### src/hw/apsc_defs.svh
// Constants for the amplifier protection and start-up controller:
// register offsets, field positions, reset values and timing counts.
// Assumes inclusion by bare name from the package and the design modules.
`ifndef APSC_DEFS_SVH
`define APSC_DEFS_SVH

// ****************************************************************
// Register offsets (byte addresses, one 32-bit word each)
// ****************************************************************
`define APSC_CTRL_OFS 12'h000
`define APSC_STATUS_OFS 12'h004
`define APSC_IRQ_STATUS_OFS 12'h008
`define APSC_IRQ_MASK_OFS 12'h00c

// ****************************************************************
// Field positions
// ****************************************************************
// Control: six-channel mode when set, three-channel mode when clear
`define APSC_CTRL_SIX_CH_BIT 0
// Live status
`define APSC_ST_UNDERVOLT_BIT 0
`define APSC_ST_THERMAL_SD_BIT 1
`define APSC_ST_OVERLOAD_BIT 2
`define APSC_ST_THERMAL_WARN_BIT 3
`define APSC_ST_RESET_PIN_BIT 4
`define APSC_ST_FAULT_PIN_BIT 5
`define APSC_ST_WARN_PIN_BIT 6
`define APSC_ST_RUNNING_BIT 7
// Interrupt status and mask share one layout
`define APSC_IRQ_UNDERVOLT_BIT 0
`define APSC_IRQ_THERMAL_SD_BIT 1
`define APSC_IRQ_OVERLOAD_BIT 2
`define APSC_IRQ_THERMAL_WARN_BIT 3
`define APSC_IRQ_WIDTH 4

// ****************************************************************
// Reset values
// ****************************************************************
`define APSC_CTRL_RESET 1'b1
`define APSC_IRQ_MASK_RESET 4'h0

// ****************************************************************
// Timing
// ****************************************************************
`define APSC_CLK_PERIOD_NS 50
`define APSC_OC_PERSIST_NS 1000
`define APSC_OC_PERSIST_CYC ((`APSC_OC_PERSIST_NS + `APSC_CLK_PERIOD_NS - 1) / `APSC_CLK_PERIOD_NS)

`endif

### src/hw/apsc_pkg.sv
// Types shared by the protection controller and its pin synchroniser.
// Assumes the constants header sits beside it.
`include "apsc_defs.svh"

package apsc_pkg;

  typedef logic [31:0] apsc_word_t;
  typedef logic [11:0] apsc_addr_t;

  // Power-up hold, normal run, latched overload
  typedef enum logic [2:0] {
    ST_POR = 3'b001,
    ST_RUN = 3'b010,
    ST_OVERLOAD = 3'b100
  } apsc_state_e;

endpackage

### src/hw/apsc_pin_if.sv
// Bundle of synchronised control pins and monitor flags.
// Assumes one clock domain; the synchroniser drives, the controller reads.
`timescale 1ns/1ns

interface apsc_pin_if #(
  parameter int NUM_GATE_SUPPLY = 3
);
  logic reset_pin_n;
  logic bias_mode_select;
  logic [NUM_GATE_SUPPLY-1:0] gate_drive_supply_ok;
  logic logic_supply_ok;
  logic overcurrent;
  logic thermal_shutdown;
  logic thermal_warn;

  modport sync_side (
    output reset_pin_n,
    output bias_mode_select,
    output gate_drive_supply_ok,
    output logic_supply_ok,
    output overcurrent,
    output thermal_shutdown,
    output thermal_warn
  );

  modport ctrl_side (
    input reset_pin_n,
    input bias_mode_select,
    input gate_drive_supply_ok,
    input logic_supply_ok,
    input overcurrent,
    input thermal_shutdown,
    input thermal_warn
  );
endinterface

### src/hw/apsc_pin_sync.sv
// Two-stage synchroniser for the host pins and monitor flags.
// Assumes raw inputs may change at any time relative to pclk.
`timescale 1ns/1ns

module apsc_pin_sync #(
  parameter int NUM_GATE_SUPPLY = 3
) (
  input wire logic pclk,
  input wire logic presetn,
  input wire logic [NUM_GATE_SUPPLY+5:0] raw,
  apsc_pin_if.sync_side pins
);
  import apsc_pkg::*;

  localparam int W = NUM_GATE_SUPPLY + 6;

  logic [W-1:0] meta_q;
  logic [W-1:0] sync_q;

  // Stage one feeds stage two only; reset pin and supplies start low
  always_ff @(posedge pclk or negedge presetn) begin
    if (!presetn) begin
      meta_q <= '0;
      sync_q <= '0;
    end else begin
      meta_q <= raw;
      sync_q <= meta_q;
    end
  end

  // Unpack in the order the controller packs
  assign pins.reset_pin_n = sync_q[0];
  assign pins.bias_mode_select = sync_q[1];
  assign pins.logic_supply_ok = sync_q[2];
  assign pins.overcurrent = sync_q[3];
  assign pins.thermal_shutdown = sync_q[4];
  assign pins.thermal_warn = sync_q[5];
  assign pins.gate_drive_supply_ok = sync_q[W-1:6];

endmodule

### src/hw/apsc_ctrl.sv
// Protection and start-up controller for a six-channel switching power stage.
// Assumes an APB master on pclk, open-drain pads outside and analog flags as levels.
//
// Functional notes
// - Power-on reset clears overload latch; hold inactive until all supplies good.
// - Any single supply undervoltage forces all bridges off and fault low.
// - Recovery from undervoltage is automatic once all supplies are good.
// - Reset pin low forces every half-bridge output off.
// - Reset pin low releases the fault output high regardless of faults.
// - Overload latch clears only on reset pin rising edge from host.
// - Six-channel mode: 00 all off, 10 bias only, 11 all channels.
// - Three-channel mode: 01 channels A-C only, 10 bias only, 00 off.
// - Fault and warning outputs active low; warning follows thermal warning flag; the code releases it high while reset pin low.
// - Persistent overcurrent latches shutdown; undervoltage and thermal recover alone.
// - Thermal shutdown flag forces all bridges off and fault low.
//
// The APB register port and the address map are this design's own decisions.
`timescale 1ns/1ns
`include "apsc_defs.svh"

module apsc_ctrl #(
  parameter int NUM_GATE_SUPPLY = 3,
  parameter int OC_PERSIST_CYC = `APSC_OC_PERSIST_CYC
) (
  input wire logic pclk,
  input wire logic presetn,
  input wire apsc_pkg::apsc_addr_t paddr,
  input wire logic psel,
  input wire logic penable,
  input wire logic pwrite,
  input wire apsc_pkg::apsc_word_t pwdata,
  output apsc_pkg::apsc_word_t prdata,
  output logic pready,
  output logic pslverr,
  input wire logic reset_pin_n,
  input wire logic bias_mode_select,
  input wire logic [NUM_GATE_SUPPLY-1:0] gate_drive_supply_ok,
  input wire logic logic_supply_ok,
  input wire logic overcurrent_flag,
  input wire logic thermal_shutdown,
  input wire logic thermal_warn_flag,
  output logic out_a2c_active,
  output logic out_def_active,
  output logic bias_precharge_ctrl,
  output logic shutdown_fault_n,
  output logic shutdown_fault_n_en,
  input wire logic shutdown_fault_n_pin,
  output logic thermal_warn_n,
  output logic thermal_warn_n_en,
  input wire logic thermal_warn_n_pin,
  output logic irq
);
  import apsc_pkg::*;

  // Counter wide enough to hold the persistence limit itself
  localparam int CW = $clog2(OC_PERSIST_CYC + 1);

  // ****************************************************************
  // Input synchronisation
  // ****************************************************************

  // Synced copies of pins and flags; below, only the two pad readbacks in the status word are read raw
  apsc_pin_if #(.NUM_GATE_SUPPLY(NUM_GATE_SUPPLY)) pins ();

  apsc_pin_sync #(
    .NUM_GATE_SUPPLY(NUM_GATE_SUPPLY)
  ) u_sync (
    .pclk(pclk),
    .presetn(presetn),
    .raw({gate_drive_supply_ok, thermal_warn_flag, thermal_shutdown, overcurrent_flag,
          logic_supply_ok, bias_mode_select, reset_pin_n}),
    .pins(pins)
  );

  // ****************************************************************
  // Protection state
  // ****************************************************************

  apsc_state_e state_q;
  logic reset_pin_prev_q;
  logic reset_rise;
  logic undervolt;
  logic oc_persist;
  logic [CW-1:0] oc_cnt_q;
  logic overload_latch;
  logic six_ch_mode_q;

  // each supply judged on its own
  // Any one low supply is enough; no voting between them
  assign undervolt = !(&pins.gate_drive_supply_ok) || !pins.logic_supply_ok;

  // edge found on the synced pin
  assign reset_rise = pins.reset_pin_n && !reset_pin_prev_q;

  // Previous synced reset level, for edge detection
  always_ff @(posedge pclk or negedge presetn) begin
    if (!presetn) begin
      reset_pin_prev_q <= 1'b0;
    end else begin
      reset_pin_prev_q <= pins.reset_pin_n;
    end
  end

  // overcurrent must persist
  // Short bursts are the current limiter's business, not a shutdown
  always_ff @(posedge pclk or negedge presetn) begin
    if (!presetn) begin
      oc_cnt_q <= '0;
    end else if (!pins.overcurrent || state_q != ST_RUN) begin
      oc_cnt_q <= '0;
    end else if (!oc_persist) begin
      oc_cnt_q <= oc_cnt_q + CW'(1);
    end
  end

  // Counter stops at the limit, so the flag holds until the burst ends or the state leaves ST_RUN
  assign oc_persist = (oc_cnt_q >= CW'(OC_PERSIST_CYC));

  // power-up hold, latched overload
  // Latch leaves only on a reset rise; the rise wins even if overcurrent is still high
  always_ff @(posedge pclk or negedge presetn) begin
    if (!presetn) begin
      state_q <= ST_POR;
    end else begin
      unique case (state_q)
        ST_POR: begin
          // wait for every supply
          // Reset pin ignored here; its edge only matters in overload
          if (!undervolt) begin
            state_q <= ST_RUN;
          end
        end
        ST_RUN: begin
          if (oc_persist) begin
            state_q <= ST_OVERLOAD;
          end
        end
        ST_OVERLOAD: begin
          if (reset_rise) begin
            state_q <= ST_RUN;
          end
        end
        default: begin
          state_q <= ST_POR;
        end
      endcase
    end
  end

  // Latch is a state, so power-on reset clears it with the rest
  assign overload_latch = (state_q == ST_OVERLOAD);

  // ****************************************************************
  // Output gating
  // ****************************************************************

  logic fault;
  logic bridges_ok;
  logic a2c_d;
  logic def_d;
  logic bias_d;
  logic fault_low_d;
  logic warn_low_d;

  // undervoltage and thermal clear on their own
  assign fault = undervolt || pins.thermal_shutdown || overload_latch;
  assign bridges_ok = (state_q != ST_POR) && !fault;

  // Pin decode by mode and select/reset pins
  always_comb begin
    a2c_d = 1'b0;
    def_d = 1'b0;
    bias_d = 1'b0;
    if (bridges_ok) begin
      if (!pins.reset_pin_n) begin
        // bridges off while reset low; bias only on select high
        bias_d = pins.bias_mode_select;
      end else if (six_ch_mode_q) begin
        a2c_d = pins.bias_mode_select;
        def_d = pins.bias_mode_select;
      end else begin
        a2c_d = !pins.bias_mode_select;
      end
    end
  end

  // fault pin low on shutdown; released while reset low
  assign fault_low_d = pins.reset_pin_n && (fault || state_q == ST_POR);
  assign warn_low_d = pins.reset_pin_n && pins.thermal_warn;

  // Registered drivers for the power stage and pads
  // Flops keep decode hazards off the gate drivers and open-drain pads
  always_ff @(posedge pclk or negedge presetn) begin
    if (!presetn) begin
      out_a2c_active <= 1'b0;
      out_def_active <= 1'b0;
      bias_precharge_ctrl <= 1'b0;
      shutdown_fault_n <= 1'b1;
      thermal_warn_n <= 1'b1;
    end else begin
      out_a2c_active <= a2c_d;
      out_def_active <= def_d;
      bias_precharge_ctrl <= bias_d;
      shutdown_fault_n <= !fault_low_d;
      thermal_warn_n <= !warn_low_d;
    end
  end

  // open drain: drive only when low
  assign shutdown_fault_n_en = !shutdown_fault_n;
  assign thermal_warn_n_en = !thermal_warn_n;

  // ****************************************************************
  // Event capture
  // ****************************************************************

  logic [`APSC_IRQ_WIDTH-1:0] ev_level;
  logic [`APSC_IRQ_WIDTH-1:0] ev_prev_q;
  logic [`APSC_IRQ_WIDTH-1:0] ev_pulse;
  logic [`APSC_IRQ_WIDTH-1:0] irq_status_q;
  logic [`APSC_IRQ_WIDTH-1:0] irq_mask_q;
  logic [`APSC_IRQ_WIDTH-1:0] w1c;

  // Event sources as levels; an event is each rising edge
  always_comb begin
    ev_level = '0;
    ev_level[`APSC_IRQ_UNDERVOLT_BIT] = undervolt && (state_q != ST_POR);
    ev_level[`APSC_IRQ_THERMAL_SD_BIT] = pins.thermal_shutdown;
    ev_level[`APSC_IRQ_OVERLOAD_BIT] = overload_latch;
    ev_level[`APSC_IRQ_THERMAL_WARN_BIT] = pins.thermal_warn;
  end

  // Previous levels; cleared, so a flag already high at reset counts once
  always_ff @(posedge pclk or negedge presetn) begin
    if (!presetn) begin
      ev_prev_q <= '0;
    end else begin
      ev_prev_q <= ev_level;
    end
  end

  // One pulse per rise; a flag stuck high raises its bit only once
  assign ev_pulse = ev_level & ~ev_prev_q;

  // ****************************************************************
  // APB slave
  // ****************************************************************

  logic setup;
  logic access;
  logic wr_en;
  logic hit;
  apsc_word_t rd_val;
  apsc_word_t status_word;

  // Zero wait states: every access completes in its first access cycle
  assign pready = 1'b1;
  assign setup = psel && !penable;
  assign access = psel && penable;
  assign wr_en = access && pwrite;

  // Only the four words decode; anything else answers with an error
  assign hit = (paddr == `APSC_CTRL_OFS) || (paddr == `APSC_STATUS_OFS) ||
               (paddr == `APSC_IRQ_STATUS_OFS) || (paddr == `APSC_IRQ_MASK_OFS);

  // Live state for software
  // Pad readbacks show what the line really does, pull-up included
  always_comb begin
    status_word = '0;
    status_word[`APSC_ST_UNDERVOLT_BIT] = undervolt;
    status_word[`APSC_ST_THERMAL_SD_BIT] = pins.thermal_shutdown;
    status_word[`APSC_ST_OVERLOAD_BIT] = overload_latch;
    status_word[`APSC_ST_THERMAL_WARN_BIT] = pins.thermal_warn;
    status_word[`APSC_ST_RESET_PIN_BIT] = pins.reset_pin_n;
    status_word[`APSC_ST_FAULT_PIN_BIT] = shutdown_fault_n_pin;
    status_word[`APSC_ST_WARN_PIN_BIT] = thermal_warn_n_pin;
    status_word[`APSC_ST_RUNNING_BIT] = (state_q == ST_RUN);
  end

  // Read mux, sampled in the setup cycle
  always_comb begin
    rd_val = '0;
    unique case (paddr)
      `APSC_CTRL_OFS: rd_val[`APSC_CTRL_SIX_CH_BIT] = six_ch_mode_q;
      `APSC_STATUS_OFS: rd_val = status_word;
      `APSC_IRQ_STATUS_OFS: rd_val[`APSC_IRQ_WIDTH-1:0] = irq_status_q;
      `APSC_IRQ_MASK_OFS: rd_val[`APSC_IRQ_WIDTH-1:0] = irq_mask_q;
      default: rd_val = '0;
    endcase
  end

  // Read data and error latched at setup so they stand through access
  always_ff @(posedge pclk or negedge presetn) begin
    if (!presetn) begin
      prdata <= '0;
      pslverr <= 1'b0;
    end else if (setup) begin
      // Writes return zero so stale read data never leaks
      prdata <= pwrite ? '0 : rd_val;
      pslverr <= !hit;
    end
  end

  // Mode selection, steers the channel decode
  always_ff @(posedge pclk or negedge presetn) begin
    if (!presetn) begin
      six_ch_mode_q <= `APSC_CTRL_RESET;
    end else if (wr_en && paddr == `APSC_CTRL_OFS) begin
      six_ch_mode_q <= pwdata[`APSC_CTRL_SIX_CH_BIT];
    end
  end

  // Interrupt mask
  always_ff @(posedge pclk or negedge presetn) begin
    if (!presetn) begin
      irq_mask_q <= `APSC_IRQ_MASK_RESET;
    end else if (wr_en && paddr == `APSC_IRQ_MASK_OFS) begin
      irq_mask_q <= pwdata[`APSC_IRQ_WIDTH-1:0];
    end
  end

  // Clear strobe only on a write to the interrupt status word
  assign w1c = (wr_en && paddr == `APSC_IRQ_STATUS_OFS) ? pwdata[`APSC_IRQ_WIDTH-1:0] : '0;

  // Sticky status, write one to clear; a new event beats the clear
  always_ff @(posedge pclk or negedge presetn) begin
    if (!presetn) begin
      irq_status_q <= '0;
    end else begin
      irq_status_q <= (irq_status_q & ~w1c) | ev_pulse;
    end
  end

  // Level interrupt while any unmasked bit stands
  assign irq = |(irq_status_q & irq_mask_q);

endmodule

### config.mk
export PLATFORM = sky130hd
export DESIGN_NAME = apsc_ctrl
export DESIGN_NICKNAME = d
export VERILOG_FILES = /design/src/hw/apsc_pkg.sv /design/src/hw/apsc_pin_if.sv /design/src/hw/apsc_pin_sync.sv /design/src/hw/apsc_ctrl.sv
export VERILOG_INCLUDE_DIRS = /design/src /design/src/hw
export SDC_FILE = /design/constraint.sdc
export NUM_CORES = 1
export LEC_CHECK = 0
export ABC_AREA = 0
export BUFFER_PORTS_ARGS = -buffer_cell sky130_fd_sc_hd__clkbuf_2
export CAP_MARGIN = 20
export CELL_PAD_IN_SITES_DETAIL_PLACEMENT = 0
export CELL_PAD_IN_SITES_GLOBAL_PLACEMENT = 1
export CORE_ASPECT_RATIO = 0.8
export CORE_MARGIN = 3
export CORE_UTILIZATION = 32
export DETAILED_ROUTE_END_ITERATION = 6
export MAX_ROUTING_LAYER = met4
export PLACE_DENSITY_LB_ADDON = 0.1
export SLEW_MARGIN = 20
export SYNTH_ARGS = -nofsm -noshare
export SYNTH_HDL_FRONTEND = slang
export SYNTH_SLANG_ARGS = --single-unit
### constraint.sdc
create_clock -name pclk -period 1.25 [get_ports pclk]
set_clock_uncertainty 0.15 [all_clocks]
set_input_delay 0.0625 -clock pclk [delete_from_list [all_inputs] [get_ports pclk]]
set_output_delay 0.0625 -clock pclk [all_outputs]
set_load 0.05 [all_outputs]
-- Word level (Yosys, flattened, before mapping)
Cells that the tools add are included.
- add/sub/neg operators: 1
- $lt $le $gt $ge: 1
- equal/unequal tests: 12
- muxes and demuxes: 19
- bitwise gates (word level): 6
- reduce and logical (&&, ||, !) cells: 35
- operators with widths (kind ; count):
    $mux W32 ; 1
    $eq A12 B4 Y1 const B ; 2
    $pmux W3 S3 ; 2
    $and A4 B4 Y4 ; 3
    $eq A12 B3 Y1 const B ; 1
    $logic_not A1 Y1 ; 12
    $logic_not A12 Y1 ; 1
    $logic_and A1 B1 Y1 ; 11
    $mux W5 ; 2
    $mux W3 ; 3
    $logic_or A1 B1 Y1 ; 8
    $mux W1 ; 8
    $mux W4 ; 2
    $not A4 Y4 ; 2
    $ne A2 B2 Y1 const B ; 3
    $reduce_and A3 Y1 ; 2
    $add A5 B1 Y5 const B ; 1
    $ge A5 B5 Y1 const B ; 1
    $or A4 B4 Y4 ; 1
    $pmux W1 S4 ; 1
    $reduce_or A4 Y1 ; 1
    $eq A3 B1 Y1 const B ; 1
    $eq A3 B2 Y1 const B ; 1
    $eq A3 B3 Y1 const B ; 1
    3 further kinds ; 3
- flip-flop bits (word level): 78
- output and inout port bits: 42
- word-level logic and storage cells: 90

-- Longest topological paths before layout
- word-level depth: 8
- depth in mapped cells: 5
- mapped depth without buffers: 4

-- By module
A second synthesis with hierarchy kept.
- cells, all modules: 193
- area, all modules: 2306.0 µm²
- by module, submodules not included (module ; times used ; cells an instance ; area an instance (µm²)):
    apsc_ctrl ; 1 ; 175 ; 1855.5
    apsc_pin_sync ; 1 ; 18 ; 450.4

-- Least setup slack after synthesis
No wires, ideal clock.
- path type: input -> register
- start: input port paddr[7]
- end: register irq_mask_q[0]
- library setup time: 0.125 ns
- arrival: 1.107 ns
- setup slack: -0.132 ns
- cell stages on the path: 4
- buffers on the path: 0
- cell sequence: nor4_4 nand3_2 nor3_4 mux2_4
- cells in the longest elaborated chain, start to end: 2
- RTL lines (item ; line ; text):
    from (decl) ; apsc_ctrl.sv:27 ; input wire apsc_pkg::apsc_addr_t paddr,
    $eq A12 B4 Y1 ; n/a ;
    $logic_and A1 B1 Y1 (no source line) ; n/a ;
    to (signal assigned) ; apsc_ctrl.sv:316 ; irq_mask_q <= `APSC_IRQ_MASK_RESET;
    to (signal assigned) ; apsc_ctrl.sv:318 ; irq_mask_q <= pwdata[`APSC_IRQ_WIDTH-1:0];
    to (decl) ; apsc_ctrl.sv:221 ; logic [`APSC_IRQ_WIDTH-1:0] irq_mask_q;
Every way passes these cells.
A chain may end at the register's enable or synchronous reset.

-- Worst setup path in the final report
- start: register irq_mask_q[1]
- end: register prdata[1]
- cells in the longest elaborated chain, start to end: 2
- RTL lines (item ; line ; text):
    $pmux W3 S3 ; apsc_ctrl.sv:283 ; unique case (paddr)
    $mux W32 ; apsc_ctrl.sv:299 ; prdata <= pwrite ? '0 : rd_val;
    to (signal assigned) ; apsc_ctrl.sv:299 ;
    to (decl) ; apsc_ctrl.sv:32 ; output apsc_pkg::apsc_word_t prdata,
Every way passes these cells.

==> impl_metrics.py <==
metrics = {
    "outcome": {
        "status": "finished, violations left",
        "violations": "negative setup slack",
    },
    "global_route": {
        "antenna_found_initial": 0,
        "grtUsageTotal": 0.1191,
        "grt_max_degree": 55,
        "grt_pass1_vias": 1502,
        "gr-total-overflow": 0,
        "grt_pass1_wl_um": 7327,
    },
    "logic_synthesis": {
        "netlist_area_um2": 2306,
        "synth_top_area_share": 0.5426,
        "yosysWarnings": 0,
        "synthSimpleGateAreaFrac": 0.1259,
        "synth_ff_type": "dfrtp_1",
        "synth_adder_area_share": 0.01628,
        "synth_xor_area_frac": 0.01519,
        "synth_top_family_by_area": "simple AND/OR/NAND/NOR gates",
        "postSynthCellCount": 187,
        "async_flop_share": 1.000,
        "yosys.area.top_type": "dfrtp_1",
        "synth_compound_area_frac": 0.09007,
        "synth.most_common_cell": "dfrtp_1",
        "synthTopCellsByCount": "50 x dfrtp_1, 25 x buf_4, 13 x nor2_1",
        "syn_area_per_cell_um2": 12.33,
        "yosys_register_bits": 54,
        "yosysUniqueCellTypes": 42,
        "synth_edf_count": 0,
        "synth.area.mux_share": 0.05534,
        "synth-seq-area-share": 0.5882,
        "synth_area_leaders": "dfrtp_1 54%, buf_4 8.1%, dfstp_2 4.6%, a22o_1 4.6%, mux2_4 2.6%",
    },
    "route": {
        "detail_route.iter0.violations": 40,
        "ant_nets": 0,
        "routedWlPerCell_um": 12.66,
        "route.vias.total": 1611,
        "vias_per_cell": 4.296,
        "drc": 0,
        "dr.pass1.iters": 4,
        "wirelength_um": 4748,
    },
    "sta": {
        "rsz0062_at_grt": "true",
        "slew_viol_final": 0,
        "fmax_mhz": 690.8,
        "min_period_ns": 1.448,
        "period_share": 1.158,
        "setup_viol_count_final": 14,
        "fin_ws_ns": -0.1976,
        "final-hold-violation-count": 0,
    },
    "place": {
        "portBuffers": 48,
        "hpwl_um": 3301,
        "place_congestion": 0.7648,
        "place_area_um2": 2764,
    },
    "cells_and_area": {
        "layout-drive-gt1-share": 0.4549,
        "syn2layout_area_growth_pct": 44.38,
        "nets": 350,
        "fill_cells": 631,
        "ff_latch_area_um2": 1358,
        "multi_input_area_um2": 929.6,
        "stdcell_area_um2": 3329,
        "n_antenna_cell": 0,
    },
    "power": {
        "finalPower_mw": 3.456,
        "switchingPower_mw": 0.8997,
        "p_seq_frac": 0.525,
        "swShare": 0.2603,
        "p_per_area_nw_per_um2": 1038,
        "p_clk_frac": 0.335,
        "p_leak_nw": 1.592,
        "cellInternalPower_mw": 2.556,
        "ir_worst_vdd_uv": 515.5,
        "combPwrFrac": 0.140,
    },
    "clock_network": {
        "cts_buffers": 5,
        "cts_tree": "done",
        "htreeDepth": 2,
        "clk_latency_ns": 0.30,
        "cts_root_buffer": "clkbuf_8",
        "cts.sinks": 54,
        "clockBufferDepth": 2,
        "clk_pin_slew_ns": 0.10,
    },
    "setup_path": {
        "crit_path_max_incr_delay_ns": 0.40,
        "cp-end-kind": "register",
        "path_cells": "buf_4 -> mux2_2 -> a22o_1 -> a22o_1",
        "path_common_cell": "a22o_1",
        "crit_fanout": 2,
        "required_ns": 1.30,
        "crit_arrival_ns": 1.50,
        "critPathLaunchType": "register",
        "worstSetupPathType": "register to register",
        "cpMaxStageDelayCell": "dfrtp_1",
    },
    "floorplanning": {
        "core_area_um2": 6925,
        "ios": 102,
        "fp.dieArea_um2": 8267,
        "rows": 27,
        "fp.dieH_um": 81.93,
        "start_util": 0.3330,
        "die_w_um": 100.9,
    },
    "job": {
        "cap_violations": 0,
    },
    "min_path": {
        "hp-class": "primary input to register",
    },
}
-- stage by stage --
step                hold WS, ns  std cells  worst slack (ns)  setup TNS [ns]    util
floorplan               -0.3831        210          -0.09410         -0.5109       -
global placement       -0.06522        343           -0.2823          -3.451  0.3991
detailed placement     -0.06366        343           -0.3080          -3.760  0.3991
CTS                     0.01491        369           -0.2098         -0.7686  0.4593
global route            0.03902        375           -0.2515          -2.041  0.4808
finish                  0.01803        375           -0.1976         -0.9410  0.4808
-- cell type report --
class	count	area share
Timing Repair Buffer	99	0.2349
Inverter	11	0.01240
Multi-Input combinational cell	116	0.2792
Clock inverter	2	0.01127
Clock buffer	6	0.02180
Sequential cell	54	0.4077
Tap cell	87	0.03269
-- flip-flops by register name, summed over array words and instances, names as in the netlist --
signal,cells
irq_mask_q,4
out_a2c_active,1
prdata,8
pslverr,1
shutdown_fault_n,1
u_sync.meta_q,9
thermal_warn_n,1
bias_precharge_ctrl,1
ev_prev_q,4
state_q,3
reset_pin_prev_q,1
u_sync.sync_q,9
six_ch_mode_q,1
out_def_active,1
irq_status_q,4
oc_cnt_q,5
-- path summary, 6_finish.rpt --
path / start / cells after the start / slack [ns] / end
max in group asynchronous: presetn / 3 / 0.53 / state_q[0]
worst max register to register: irq_mask_q[1] / 4 / -0.20 / prdata[1]
min in group asynchronous: presetn / 3 / 0.12 / ev_prev_q[3]
worst min-delay path: penable / 3 / 0.02 / pslverr
worst min register to register: u_sync.meta_q[2] / 0 / 0.21 / u_sync.sync_q[2]
worst max-delay path: irq_mask_q[1] / 4 / -0.20 / prdata[1]
-- cell usage in the layout, fill, tap and decap left out, types with 5 or more instances in the layout --
cell type       n
dfrtp_1        49
clkbuf_2       41
buf_6          11
conb_1         25
nand2_1        11
dlygate4sd3_1  16
clkbuf_8        5
a22o_1         12
inv_1           8
nor2_1          8
buf_4          25
-- power by group through the flow --
stage	sequential, mW	clock, mW	combinational [mW]
after floorplan	1.85	0	0.299
after global placement	1.84	0	0.409
after detailed placement	1.84	0	0.409
after CTS	1.81	1.21	0.470
after global routing	1.82	1.27	0.522
final	1.81	1.16	0.484
-- critical path: cells and delay by family (launching register included) --
| family | cells | cell delay (ns) |
|---|---|---|
| AOI/OAI and AO/OA | 2 | 0.41 |
| DFF | 1 | 0.40 |
| muxes | 1 | 0.25 |
| buffers and inverters | 1 | 0.14 |
-- routing by layer --
metal  GRT usage  routed length (um)  up-vias
met5           -                   0        -
met4     0.03187                  44        0
met3     0.03141                 284        6
met2      0.1669                2060       54
met1      0.1702                2359      764
li1            -                   -      787
-- repair_timing --
action | in CTS | in global routing
pin swaps | 10 | 24
gates resized for setup | 29 | 28
endpoints found under the setup margin | 21 | 26
endpoints found under the hold margin | 74 | 0
buffers inserted | 3 | 6
hold buffers | 16 | 0
-- kinds of logic after synthesis --
family / Yosys count
AOI/OAI and AO/OA: 27
xor gates and xnor gates: 4
adders and majority gates: 3
buffers and inverters: 40
DFF: 54
muxes: 9
other: 2
and+or+nand+nor: 48
Note: power is estimated with default switching activity, not from simulation.
